--- src/logic/spoc_regs.svh ---
// register map, field positions, reset values and timing counts of the sync phase block
`ifndef SPOC_REGS_SVH
`define SPOC_REGS_SVH
`define SPOC_IDX_FRAME_PHASE 8'h7b
`define SPOC_IDX_RAMP_CFG 8'h7c
`define SPOC_RST_FRAME_PHASE 8'h00
`define SPOC_RST_RAMP_CFG 8'h2b
`define SPOC_PHASE_LSB 0
`define SPOC_PHASE_MSB 1
`define SPOC_TRIG_BIT 7
`define SPOC_HALF_UI_CYC 2
`define SPOC_RAMP_STEP_CYC 4
`define SPOC_DIV_RST_CYC 4
`endif

--- src/logic/spoc_pkg.sv ---
// types shared by the sync phase and offset calibration block
package spoc_pkg;
    typedef enum logic [1:0] {
        SPOC_PH_NOMINAL,
        SPOC_PH_HALF_EARLY,
        SPOC_PH_ONE_LATE,
        SPOC_PH_HALF_LATE
    } spoc_phase_t;
    typedef enum {
        SPOC_IDLE,
        SPOC_HOLD,
        SPOC_RAMP_DN,
        SPOC_DIV_RST,
        SPOC_RAMP_UP,
        SPOC_LEAVE
    } spoc_state_t;
endpackage

--- src/logic/spoc_top.sv ---
// frame sync sampling phase and phase offset ramp / calibration control with apb registers
//
// The APB slave port was decided locally.
`timescale 1ns/1ns
`include "spoc_regs.svh"

// Notes on behaviour
// - the frame sync input is sampled nominal, half an interval early, one late or half late.
// - with the trigger bit at 0 the applied offset follows the programmed one one step at a time.
// - writing 1 to bit 7 of the ramp configuration register starts a calibration.
// - calibration enters holdover, ramps to zero, resets dividers, ramps back, leaves holdover.
// - calibration runs on its own after the single trigger write.
module spoc_top
    import spoc_pkg::*;
#(
    parameter int OFS_W = 16,
    parameter int HALF_UI_CYC = `SPOC_HALF_UI_CYC,
    parameter int RAMP_STEP_CYC = `SPOC_RAMP_STEP_CYC,
    parameter int DIV_RST_CYC = `SPOC_DIV_RST_CYC
)
(
    // clock and reset
    input wire logic pclk,
    input wire logic presetn,
    // apb slave
    input wire logic psel,
    input wire logic penable,
    input wire logic pwrite,
    input wire logic [11:0] paddr,
    input wire logic [31:0] pwdata,
    output logic [31:0] prdata,
    output logic pready,
    output logic pslverr,
    // external frame sync pin
    input wire logic frame_sync_in,
    output logic frame_sync_sample,
    // phase offset from the offset registers and to the output stage
    input wire logic signed [OFS_W-1:0] prog_offset,
    output logic signed [OFS_W-1:0] out_offset,
    output logic signed [OFS_W-1:0] internal_offset,
    // pll and divider control
    output logic holdover_req,
    output logic div_reset,
    output logic cal_busy
);

    localparam int D_NOM = 2 * HALF_UI_CYC;
    localparam int D_EARLY = HALF_UI_CYC;
    localparam int D_LATE1 = 4 * HALF_UI_CYC;
    localparam int D_LATEH = 3 * HALF_UI_CYC;
    localparam int RST_LAST = DIV_RST_CYC - 1;

    generate
        if (OFS_W < 2 || HALF_UI_CYC < 1 || 4 * HALF_UI_CYC > 255
            || RAMP_STEP_CYC < 1 || RAMP_STEP_CYC > 255
            || DIV_RST_CYC < 1 || DIV_RST_CYC > 255)
        begin : g_bad_params
            $error("spoc_top: parameter out of range");
        end
    endgenerate

    // index on the bus is the word address
    function automatic logic [7:0] word_idx(input logic [11:0] addr);
        return addr[9:2];
    endfunction

    function automatic logic [7:0] phase_delay(input logic [1:0] sel);
        logic [7:0] d;
        d = 8'h00;
        case (spoc_phase_t'(sel))
            SPOC_PH_NOMINAL: d = 8'(D_NOM);
            SPOC_PH_HALF_EARLY: d = 8'(D_EARLY);
            SPOC_PH_ONE_LATE: d = 8'(D_LATE1);
            SPOC_PH_HALF_LATE: d = 8'(D_LATEH);
            default: d = 8'(D_NOM);
        endcase
        return d;
    endfunction

    function automatic logic signed [OFS_W-1:0] step_to(
        input logic signed [OFS_W-1:0] cur,
        input logic signed [OFS_W-1:0] tgt);
        logic signed [OFS_W-1:0] r;
        r = cur;
        if (tgt > cur)
        begin
            r = cur + OFS_W'(1);
        end
        else if (tgt < cur)
        begin
            r = cur - OFS_W'(1);
        end
        return r;
    endfunction

    logic [7:0] phase_cfg_reg;
    logic [7:0] ramp_cfg_reg;
    spoc_state_t state_reg;
    spoc_state_t state_next;
    logic [7:0] step_cnt_reg;
    logic [7:0] rst_cnt_reg;
    logic [7:0] smp_cnt_reg;
    logic sync_ff1_reg;
    logic sync_ff2_reg;
    logic sync_prev_reg;
    logic signed [OFS_W-1:0] frozen_reg;
    logic signed [OFS_W-1:0] ramp_target;
    logic setup_ph;
    logic wr_acc;
    logic addr_ok;
    logic trig_wr;
    logic fall_edge;
    logic step_tick;

    assign setup_ph = psel && !penable;
    assign wr_acc = psel && penable && pwrite;
    assign addr_ok = word_idx(paddr) == `SPOC_IDX_FRAME_PHASE
        || word_idx(paddr) == `SPOC_IDX_RAMP_CFG;
    assign trig_wr = wr_acc && word_idx(paddr) == `SPOC_IDX_RAMP_CFG
        && pwdata[`SPOC_TRIG_BIT];
    assign pready = 1'b1;
    assign pslverr = psel && penable && !addr_ok;

    // registers
    always_ff @(posedge pclk or negedge presetn)
    begin
        if (!presetn)
        begin
            phase_cfg_reg <= `SPOC_RST_FRAME_PHASE;
        end
        else if (wr_acc && word_idx(paddr) == `SPOC_IDX_FRAME_PHASE)
        begin
            phase_cfg_reg <= pwdata[7:0];
        end
    end

    // the trigger bit doubles as the busy flag, so writing 0 cannot abort a run
    always_ff @(posedge pclk or negedge presetn)
    begin
        if (!presetn)
        begin
            ramp_cfg_reg <= `SPOC_RST_RAMP_CFG;
        end
        else
        begin
            if (wr_acc && word_idx(paddr) == `SPOC_IDX_RAMP_CFG)
            begin
                ramp_cfg_reg[6:0] <= pwdata[6:0];
            end
            ramp_cfg_reg[`SPOC_TRIG_BIT] <= state_next != SPOC_IDLE;
        end
    end

    // read data captured in the setup cycle, held through the access phase
    always_ff @(posedge pclk or negedge presetn)
    begin
        if (!presetn)
        begin
            prdata <= 32'h0000_0000;
        end
        else if (setup_ph && !pwrite)
        begin
            if (word_idx(paddr) == `SPOC_IDX_FRAME_PHASE)
            begin
                prdata <= {24'h00_0000, phase_cfg_reg};
            end
            else if (word_idx(paddr) == `SPOC_IDX_RAMP_CFG)
            begin
                prdata <= {24'h00_0000, ramp_cfg_reg};
            end
            else
            begin
                prdata <= 32'h0000_0000;
            end
        end
    end

    // frame sync pin: two-stage synchroniser, then falling edge detect
    always_ff @(posedge pclk or negedge presetn)
    begin
        if (!presetn)
        begin
            sync_ff1_reg <= 1'b0;
            sync_ff2_reg <= 1'b0;
            sync_prev_reg <= 1'b0;
        end
        else
        begin
            sync_ff1_reg <= frame_sync_in;
            sync_ff2_reg <= sync_ff1_reg;
            sync_prev_reg <= sync_ff2_reg;
        end
    end

    assign fall_edge = sync_prev_reg && !sync_ff2_reg;

    // one frame in flight; edges during the delay are ignored as frames are far apart
    always_ff @(posedge pclk or negedge presetn)
    begin
        if (!presetn)
        begin
            smp_cnt_reg <= 8'h00;
            frame_sync_sample <= 1'b0;
        end
        else
        begin
            frame_sync_sample <= smp_cnt_reg == 8'h01;
            if (fall_edge && smp_cnt_reg == 8'h00)
            begin
                smp_cnt_reg <= phase_delay(phase_cfg_reg[`SPOC_PHASE_MSB:`SPOC_PHASE_LSB]);
            end
            else if (smp_cnt_reg != 8'h00)
            begin
                smp_cnt_reg <= smp_cnt_reg - 8'h01;
            end
        end
    end

    // calibration sequencer
    always_comb
    begin
        state_next = state_reg;
        case (state_reg)
            SPOC_IDLE:
            begin
                if (trig_wr)
                begin
                    state_next = SPOC_HOLD;
                end
            end
            SPOC_HOLD:
            begin
                state_next = SPOC_RAMP_DN;
            end
            SPOC_RAMP_DN:
            begin
                if (internal_offset == '0)
                begin
                    state_next = SPOC_DIV_RST;
                end
            end
            SPOC_DIV_RST:
            begin
                if (rst_cnt_reg == 8'(RST_LAST))
                begin
                    state_next = SPOC_RAMP_UP;
                end
            end
            SPOC_RAMP_UP:
            begin
                if (internal_offset == prog_offset)
                begin
                    state_next = SPOC_LEAVE;
                end
            end
            SPOC_LEAVE:
            begin
                state_next = trig_wr ? SPOC_HOLD : SPOC_IDLE;
            end
            default:
            begin
                state_next = SPOC_IDLE;
            end
        endcase
    end

    always_ff @(posedge pclk or negedge presetn)
    begin
        if (!presetn)
        begin
            state_reg <= SPOC_IDLE;
        end
        else
        begin
            state_reg <= state_next;
        end
    end

    always_ff @(posedge pclk or negedge presetn)
    begin
        if (!presetn)
        begin
            rst_cnt_reg <= 8'h00;
        end
        else if (state_reg == SPOC_DIV_RST)
        begin
            rst_cnt_reg <= rst_cnt_reg + 8'h01;
        end
        else
        begin
            rst_cnt_reg <= 8'h00;
        end
    end

    // ramp engine shared by normal offset changes and calibration
    assign step_tick = step_cnt_reg == 8'(RAMP_STEP_CYC - 1);
    assign ramp_target = state_reg == SPOC_RAMP_DN ? '0 : prog_offset;

    always_ff @(posedge pclk or negedge presetn)
    begin
        if (!presetn)
        begin
            step_cnt_reg <= 8'h00;
        end
        else
        begin
            step_cnt_reg <= step_tick ? 8'h00 : step_cnt_reg + 8'h01;
        end
    end

    // holding in HOLD, DIV_RST and LEAVE keeps the dividers resetting at a fixed offset
    always_ff @(posedge pclk or negedge presetn)
    begin
        if (!presetn)
        begin
            internal_offset <= '0;
        end
        else if (step_tick && (state_reg == SPOC_IDLE || state_reg == SPOC_RAMP_DN
                 || state_reg == SPOC_RAMP_UP))
        begin
            internal_offset <= step_to(internal_offset, ramp_target);
        end
    end

    // out_offset sees the frozen offset while internal_offset travels
    always_ff @(posedge pclk or negedge presetn)
    begin
        if (!presetn)
        begin
            frozen_reg <= '0;
        end
        else if (state_reg == SPOC_IDLE)
        begin
            frozen_reg <= internal_offset;
        end
    end

    assign out_offset = state_reg == SPOC_IDLE ? internal_offset : frozen_reg;
    assign holdover_req = state_reg != SPOC_IDLE;
    assign div_reset = state_reg == SPOC_DIV_RST;
    assign cal_busy = ramp_cfg_reg[`SPOC_TRIG_BIT];
endmodule // spoc_top

--- config.mk ---
export PLATFORM = sky130hd
export DESIGN_NAME = spoc_top
export DESIGN_NICKNAME = d
export VERILOG_FILES = /design/src/logic/spoc_pkg.sv /design/src/logic/spoc_top.sv
export VERILOG_INCLUDE_DIRS = /design/src /design/src/logic
export SDC_FILE = /design/constraint.sdc
export NUM_CORES = 1
export LEC_CHECK = 0
export ABC_CLOCK_PERIOD_IN_PS = 9100
export BUFFER_PORTS_ARGS = -buffer_cell sky130_fd_sc_hd__buf_2
export CAP_MARGIN = 30
export CORE_MARGIN = 2
export CORE_UTILIZATION = 45
export DETAILED_ROUTE_END_ITERATION = 8
export MAX_ROUTING_LAYER = met4
export PLACE_DENSITY = 0.68
export REMOVE_ABC_BUFFERS = 1
export SLEW_MARGIN = 15
export SYNTH_ARGS = -nofsm -noshare
export SYNTH_HDL_FRONTEND = slang
export SYNTH_SLANG_ARGS = --single-unit
--- constraint.sdc ---
create_clock -name pclk -period 9.1 [get_ports pclk]
set_input_delay 1.365 -clock pclk [delete_from_list [all_inputs] [get_ports pclk]]
set_output_delay 1.365 -clock pclk [all_outputs]
set_load 0.005 [all_outputs]
== After elaboration in Yosys (flattened, before gate mapping) ==
Index checks and enable logic that the tools add are counted.
Operators by class
  magnitude comparators: 2
  multiplexer cells: 17
  reductions and logical operators: 29
  equal/unequal tests: 17
  add/subtract/negate cells: 5
Operators by type and width (count)
  $pmux W32 S6: 1
  $eq A32 B3 Y1 const B: 4
  $mux W32: 4
  $eq A32 B2 Y1 const B: 2
  $logic_not A32 Y1: 2
  $mux W16: 4
  $reduce_bool A32 Y1: 2
  $mux W8: 6
  $eq A32 B1 Y1 const B: 1
  $eq A32 B4 Y1 const B: 1
  $pmux W8 S4: 1
  $add A16 B2 Y16 const B: 1
  $add A8 B1 Y8 const B: 2
  $eq A16 B16 Y1: 1
  $eq A8 B2 Y1 const B: 2
  $eq A8 B7 Y1 const B: 2
  $gt A16 B16 Y1: 1
  $logic_not A16 Y1: 1
  $lt A16 B16 Y1: 1
  $sub A16 B2 Y16 const B: 1
  $logic_and A1 B1 Y1: 11
  $eq A8 B1 Y1 const B: 1
  $logic_not A8 Y1: 1
  $reduce_bool A8 Y1: 1
  9 further kinds: 16
Storage, ports and cells
  register bits: 140

== Logic depth before layout (Yosys ltp) ==
  depth in word-level cells: 7
  gate-level depth with buffers: 22
  depth with buffers taken out: 21

== Least setup slack after synthesis ==
OpenSTA, ideal clock, no wires.
  path kind: register to register
  from: register state_reg[9]
  to: register internal_offset[15]
  setup time: 0.080 ns
  slack: 3.748 ns
  arrival time: 5.272 ns
  period minus slack after synthesis: 5.352 ns
  path buffers: 1
  cell stages (with the launch flop): 22
  cells stage by stage: dfrtp_1 or4_4 nor3_4 nand4_4 and2b_1 clkbuf_1 nor2b_1 ha_1 a21oi_1 o21ai_0 a221o_1 a211o_1 xor2_1 or2_2 ha_1 a21oi_1 nand4b_1 a211oi_1 nor3_1 or4b_1 mux2i_1 xnor2_1
Between the ends
  longest elaborated chain between the ends: 5
  elaborated cells between the ends (all ways): 12
Ends and longest elaborated chain
  start: declaration: RTL line spoc_top.sv:98  | spoc_state_t state_reg;
  start signal: assignment: RTL line spoc_top.sv:275  | state_reg <= state_next;
  $eq A32 B3 Y1 or $logic_not A32 Y1 (tied branches): RTL line spoc_top.sv:297, spoc_top.sv:318
  $mux W16 or $logic_or A1 B1 Y1 (tied branches): RTL line spoc_top.sv:297, spoc_top.sv:318
  $gt A16 B16 Y1, or another cell as far along: RTL line spoc_top.sv:85  | if (tgt > cur)
  $reduce_bool A2 Y1 (no line) or $logic_and A1 B1 Y1 (tied branches)
  $reduce_and A2 Y1 (no line)
  end signal: assignment: RTL line spoc_top.sv:321  | internal_offset <= step_to(internal_offset, ramp_target);
  end: declaration: RTL line spoc_top.sv:40  | output logic signed [OFS_W-1:0] internal_offset,
Parallel ways exist; a longest one is shown, timed or not.
A chain may end at the register's enable or synchronous reset.

== Final worst setup path ==
  from: register state_reg[9]
  to: register internal_offset[14]
The elaborated chain is that of the path after synthesis.

==> summary.txt <==
Status
  • Status: finished, final reports clean

Floorplan
  • Starting Density: 0.459
  • Row count: 42
  • IO Pins: approximately 140
  • Die width: 120 um
  • Die Y: roughly 120 um
  • Die area: about 0.014 mm^2
  • Core box area: 0.0132 mm^2

Detailed routing
  • Routed wire per std cell: 14.1 um
  • DRC: 0
  • Starting DRT DRC Count: 267
  • Routed vias: approximately 4400
  • TritonRoute pass-1 iters: 6
  • Routed Antenna Nets: 0
  • Wirelength, routed: approximately 12000 um
  • Via/cell ratio: 5.01

Run
  • Max-cap violations: 0

Placement
  • Placed Instance Area: roughly 0.0067 mm^2
  • Detail Placement HPWL: a little under 9000 um
  • Placer Congestion: between 0.8 and 0.9
  • Number of port buffers: 82

Setup path
  • R2R setup slack: roughly 3.1 ns
  • Startpoint Class: register
  • CP required: 9.37 ns
  • Crit Path Max Fanout: 16
  • WP data arrival: about 6.3 ns
  • Cells along the critical path: or4_4, nor3_4, nand4_4, and2b_1, nor2b_1, ha_1, a21oi_1, o21ai_0, a221o_1, a211o_1, xor2_1, or2_2, ha_1, nor2b_1, o2111ai_1, nand3_1, a41o_1, or4_1, nand4_1, o21ai_0
  • CP max-delay cell: and2b_1
  • Crit end category: register
  • Slowest stage delay, CP: around 0.64 ns
  • R2R Path End: internal_offset[14]
  • Critical path depth: 20
  • Reg2Reg Depth: 20
  • Critical Path End: internal_offset[14]
  • Top delay family on crit path: simple AND/OR/NAND/NOR gates
  • CP Class: register to register
  • Crit path from: state_reg[9]
  • Crit Reg-Reg Startpoint: state_reg[9]
  • Buffers & Inverters on Critical Path: 0

STA
  • Worst Tran Pin Value: about 0.67 ns
  • Clock skew: 0.0140 ns
  • Setup TNS: 0 ns
  • Fin. Hold Viols: 0
  • RSZ-0062 raised after global routing: false
  • Final period util: 0.658
  • Final setup fails: 0
  • Fmax: 167 MHz
  • Max-slew headroom at the worst pin: 0.554
  • Min Tclk post-route: approximately 6.0 ns
  • Max-slew violation count: 0

Synthesis
  • Synthesized area per cell: ~11 um^2
  • Yosys top cell area share: 0.463
  • Async S/R FF share, synth: 1.00
  • Synth unique cells: 53
  • Post-synthesis cell count: roughly 560
  • Leading area contributor after synthesis: dfrtp_1
  • Post-synthesis sequential area ratio: 0.480
  • Area of the mapped netlist: 0.00605 mm^2
  • Number of enable flip-flop cells after synthesis: 0
  • Synth area leaders: dfrtp_1 (46%), ha_1 (8.1%), mux2_2 (6.0%)
  • Yosys reg bits: 116
  • Warnings, synthesis: 0
  • Post-synth top flop: dfrtp_1

Pwr
  • Max VDD drop: ~0.12 mV
  • Pwr per Cell Area: 194 mW/mm^2
  • Lkg Pwr: 3.57 nW

GRT
  • All-Layer GR Usage: 0.186
  • Global-route wire length before repair: about 20000 um
  • Gr ovfl total: 0
  • Vias in the first global route: between 4000 and 5000
  • Initial antenna violation count: 0
  • Largest net degree at the start of global routing: 80

Clock network
  • Clock root buffer: clkbuf_16
  • Setup repair bufs after CTS: 0
  • Cts bufs inserted: 17
  • H-tree lvl count: 4
  • Clock slew at reported path FFs: 0.05 ns
  • Max Root-Sink Buffers: 2
  • Post-CTS sizing: 0
  • Clock sink count: 116
  • CTS tree: built
  • Worst skew pair latency: about 0.43 ns
  • Number of hold buffers added after cts: 0

Final layout
  • Layout cells sized above 1: 0.240
  • Synth-to-layout area growth: 21.4%
  • Nets: 789
  • Post-route cell area: between 0.007 and 0.008 mm^2
  • Max reg flops: 32
  • Final Core Density: 0.557
  • # diodes: 0

Worst hold path
  • Hold Crit Class: register to register
per-stage QoR:
stage | cells | setup WS, ns | power [mW] | hold WS [ns]
2_1_floorplan | 576 | 3.88 | 0.683 | 0.331
3_3_place_gp | 838 | 3.24 | 0.727 | 0.341
3_5_place_dp | 839 | 3.15 | 0.736 | 0.337
4_1_cts | 871 | 3.11 | 1.44 | 0.349
5_1_grt | 872 | 2.80 | 1.49 | 0.365
6_report | 872 | 3.11 | 1.43 | 0.347
metal layers:
layer	up-vias	routed length [um]	GRT usage
li1	2129	-	-
met2	112	5820	0.284
met3	22	548	0.0428
met1	2104	5620	0.236
met4	0	258	0.0831
met5	-	0	-
cell families (layout without fill, tap and decap cells):
| kind of cell | count (synthesis) | after routing | synth area share |
|---|---|---|---|
| AOI/OAI and AO/OA | 84 | 84 | 0.0850 |
| muxes | 39 | 39 | 0.0711 |
| and+or+nand+nor | 170 | 170 | 0.156 |
| buffers and inverters | 61 | 146 | 0.0548 |
| xor gates and xnor gates | 47 | 47 | 0.0680 |
| adders and majority gates | 40 | 40 | 0.0839 |
| other | 2 | 54 | 0.00124 |
| DFF | 116 | 116 | 0.480 |
worst min-delay path by stage:
stage | depth (start not counted) | from | slack (ns) | end
after floorplan | 0 | sync_ff1_reg | 0.33 | sync_ff2_reg
after global placement | 0 | sync_ff1_reg | 0.34 | sync_ff2_reg
after detailed placement | 0 | sync_ff1_reg | 0.34 | sync_ff2_reg
after CTS | 0 | sync_ff1_reg | 0.35 | sync_ff2_reg
after global routing | 0 | sync_ff1_reg | 0.37 | sync_ff2_reg
final | 0 | sync_ff1_reg | 0.35 | sync_ff2_reg
synthesized netlist by cell type (13+ instances only):
cell	number
nand2_1	33
a21oi_1	30
ha_1	39
nor2b_1	20
nand3_1	13
o21ai_0	20
mux2_2	32
nor4_1	15
nor2_1	35
dfrtp_1	112
buf_4	27
inv_1	26
xnor2_1	30
xor2_1	17
worst reg2reg max path, delay by kind of cell, from the launching register on:
kind,cells,cell delay (ns)
AO/OA/AOI/OAI,7,1.65
flip-flops,1,0.36
adder cells (fa/ha/maj),2,0.72
AND/OR/NAND/NOR,10,2.94
XOR/XNOR,1,0.17
cell type report:
| type | instances | area (um^2) |
|---|---|---|
| repair buffers | 88 | 482 |
| inverters | 26 | 97.6 |
| fillers | 1145 | 5840 |
| clock inverters | 8 | 121 |
| clock buffers | 24 | 502 |
| flip-flops and latches | 116 | 2910 |
| multi-input cells | 434 | 3020 |
| well taps | 176 | 220 |
report_power, final:
| part | leakage, nW | internal [mW] | total (mW) | switching [mW] |
|---|---|---|---|---|
| logic | 1.84 | 0.0696 | 0.160 | 0.0902 |
| clock network | 0.306 | 0.465 | 0.696 | 0.230 |
| registers | 1.42 | 0.549 | 0.571 | 0.0218 |
| total | 3.57 | 1.08 | 1.43 | 0.342 |
cell usage in the layout (no fill, tap or decap), drive strengths merged, types with 9 or more instances in the layout:
cell type  count
mux2          32
nand2         33
nand3         13
inv           26
ha            39
nor3          11
nand4         11
xnor2         30
conb          54
nor4          17
nor2          36
o21ai         20
a22oi          9
nor2b         20
clkbuf        24
a21oi         31
dfrtp        112
xor2          17
buf           88
Note: power is estimated with default switching activity, not from simulation.
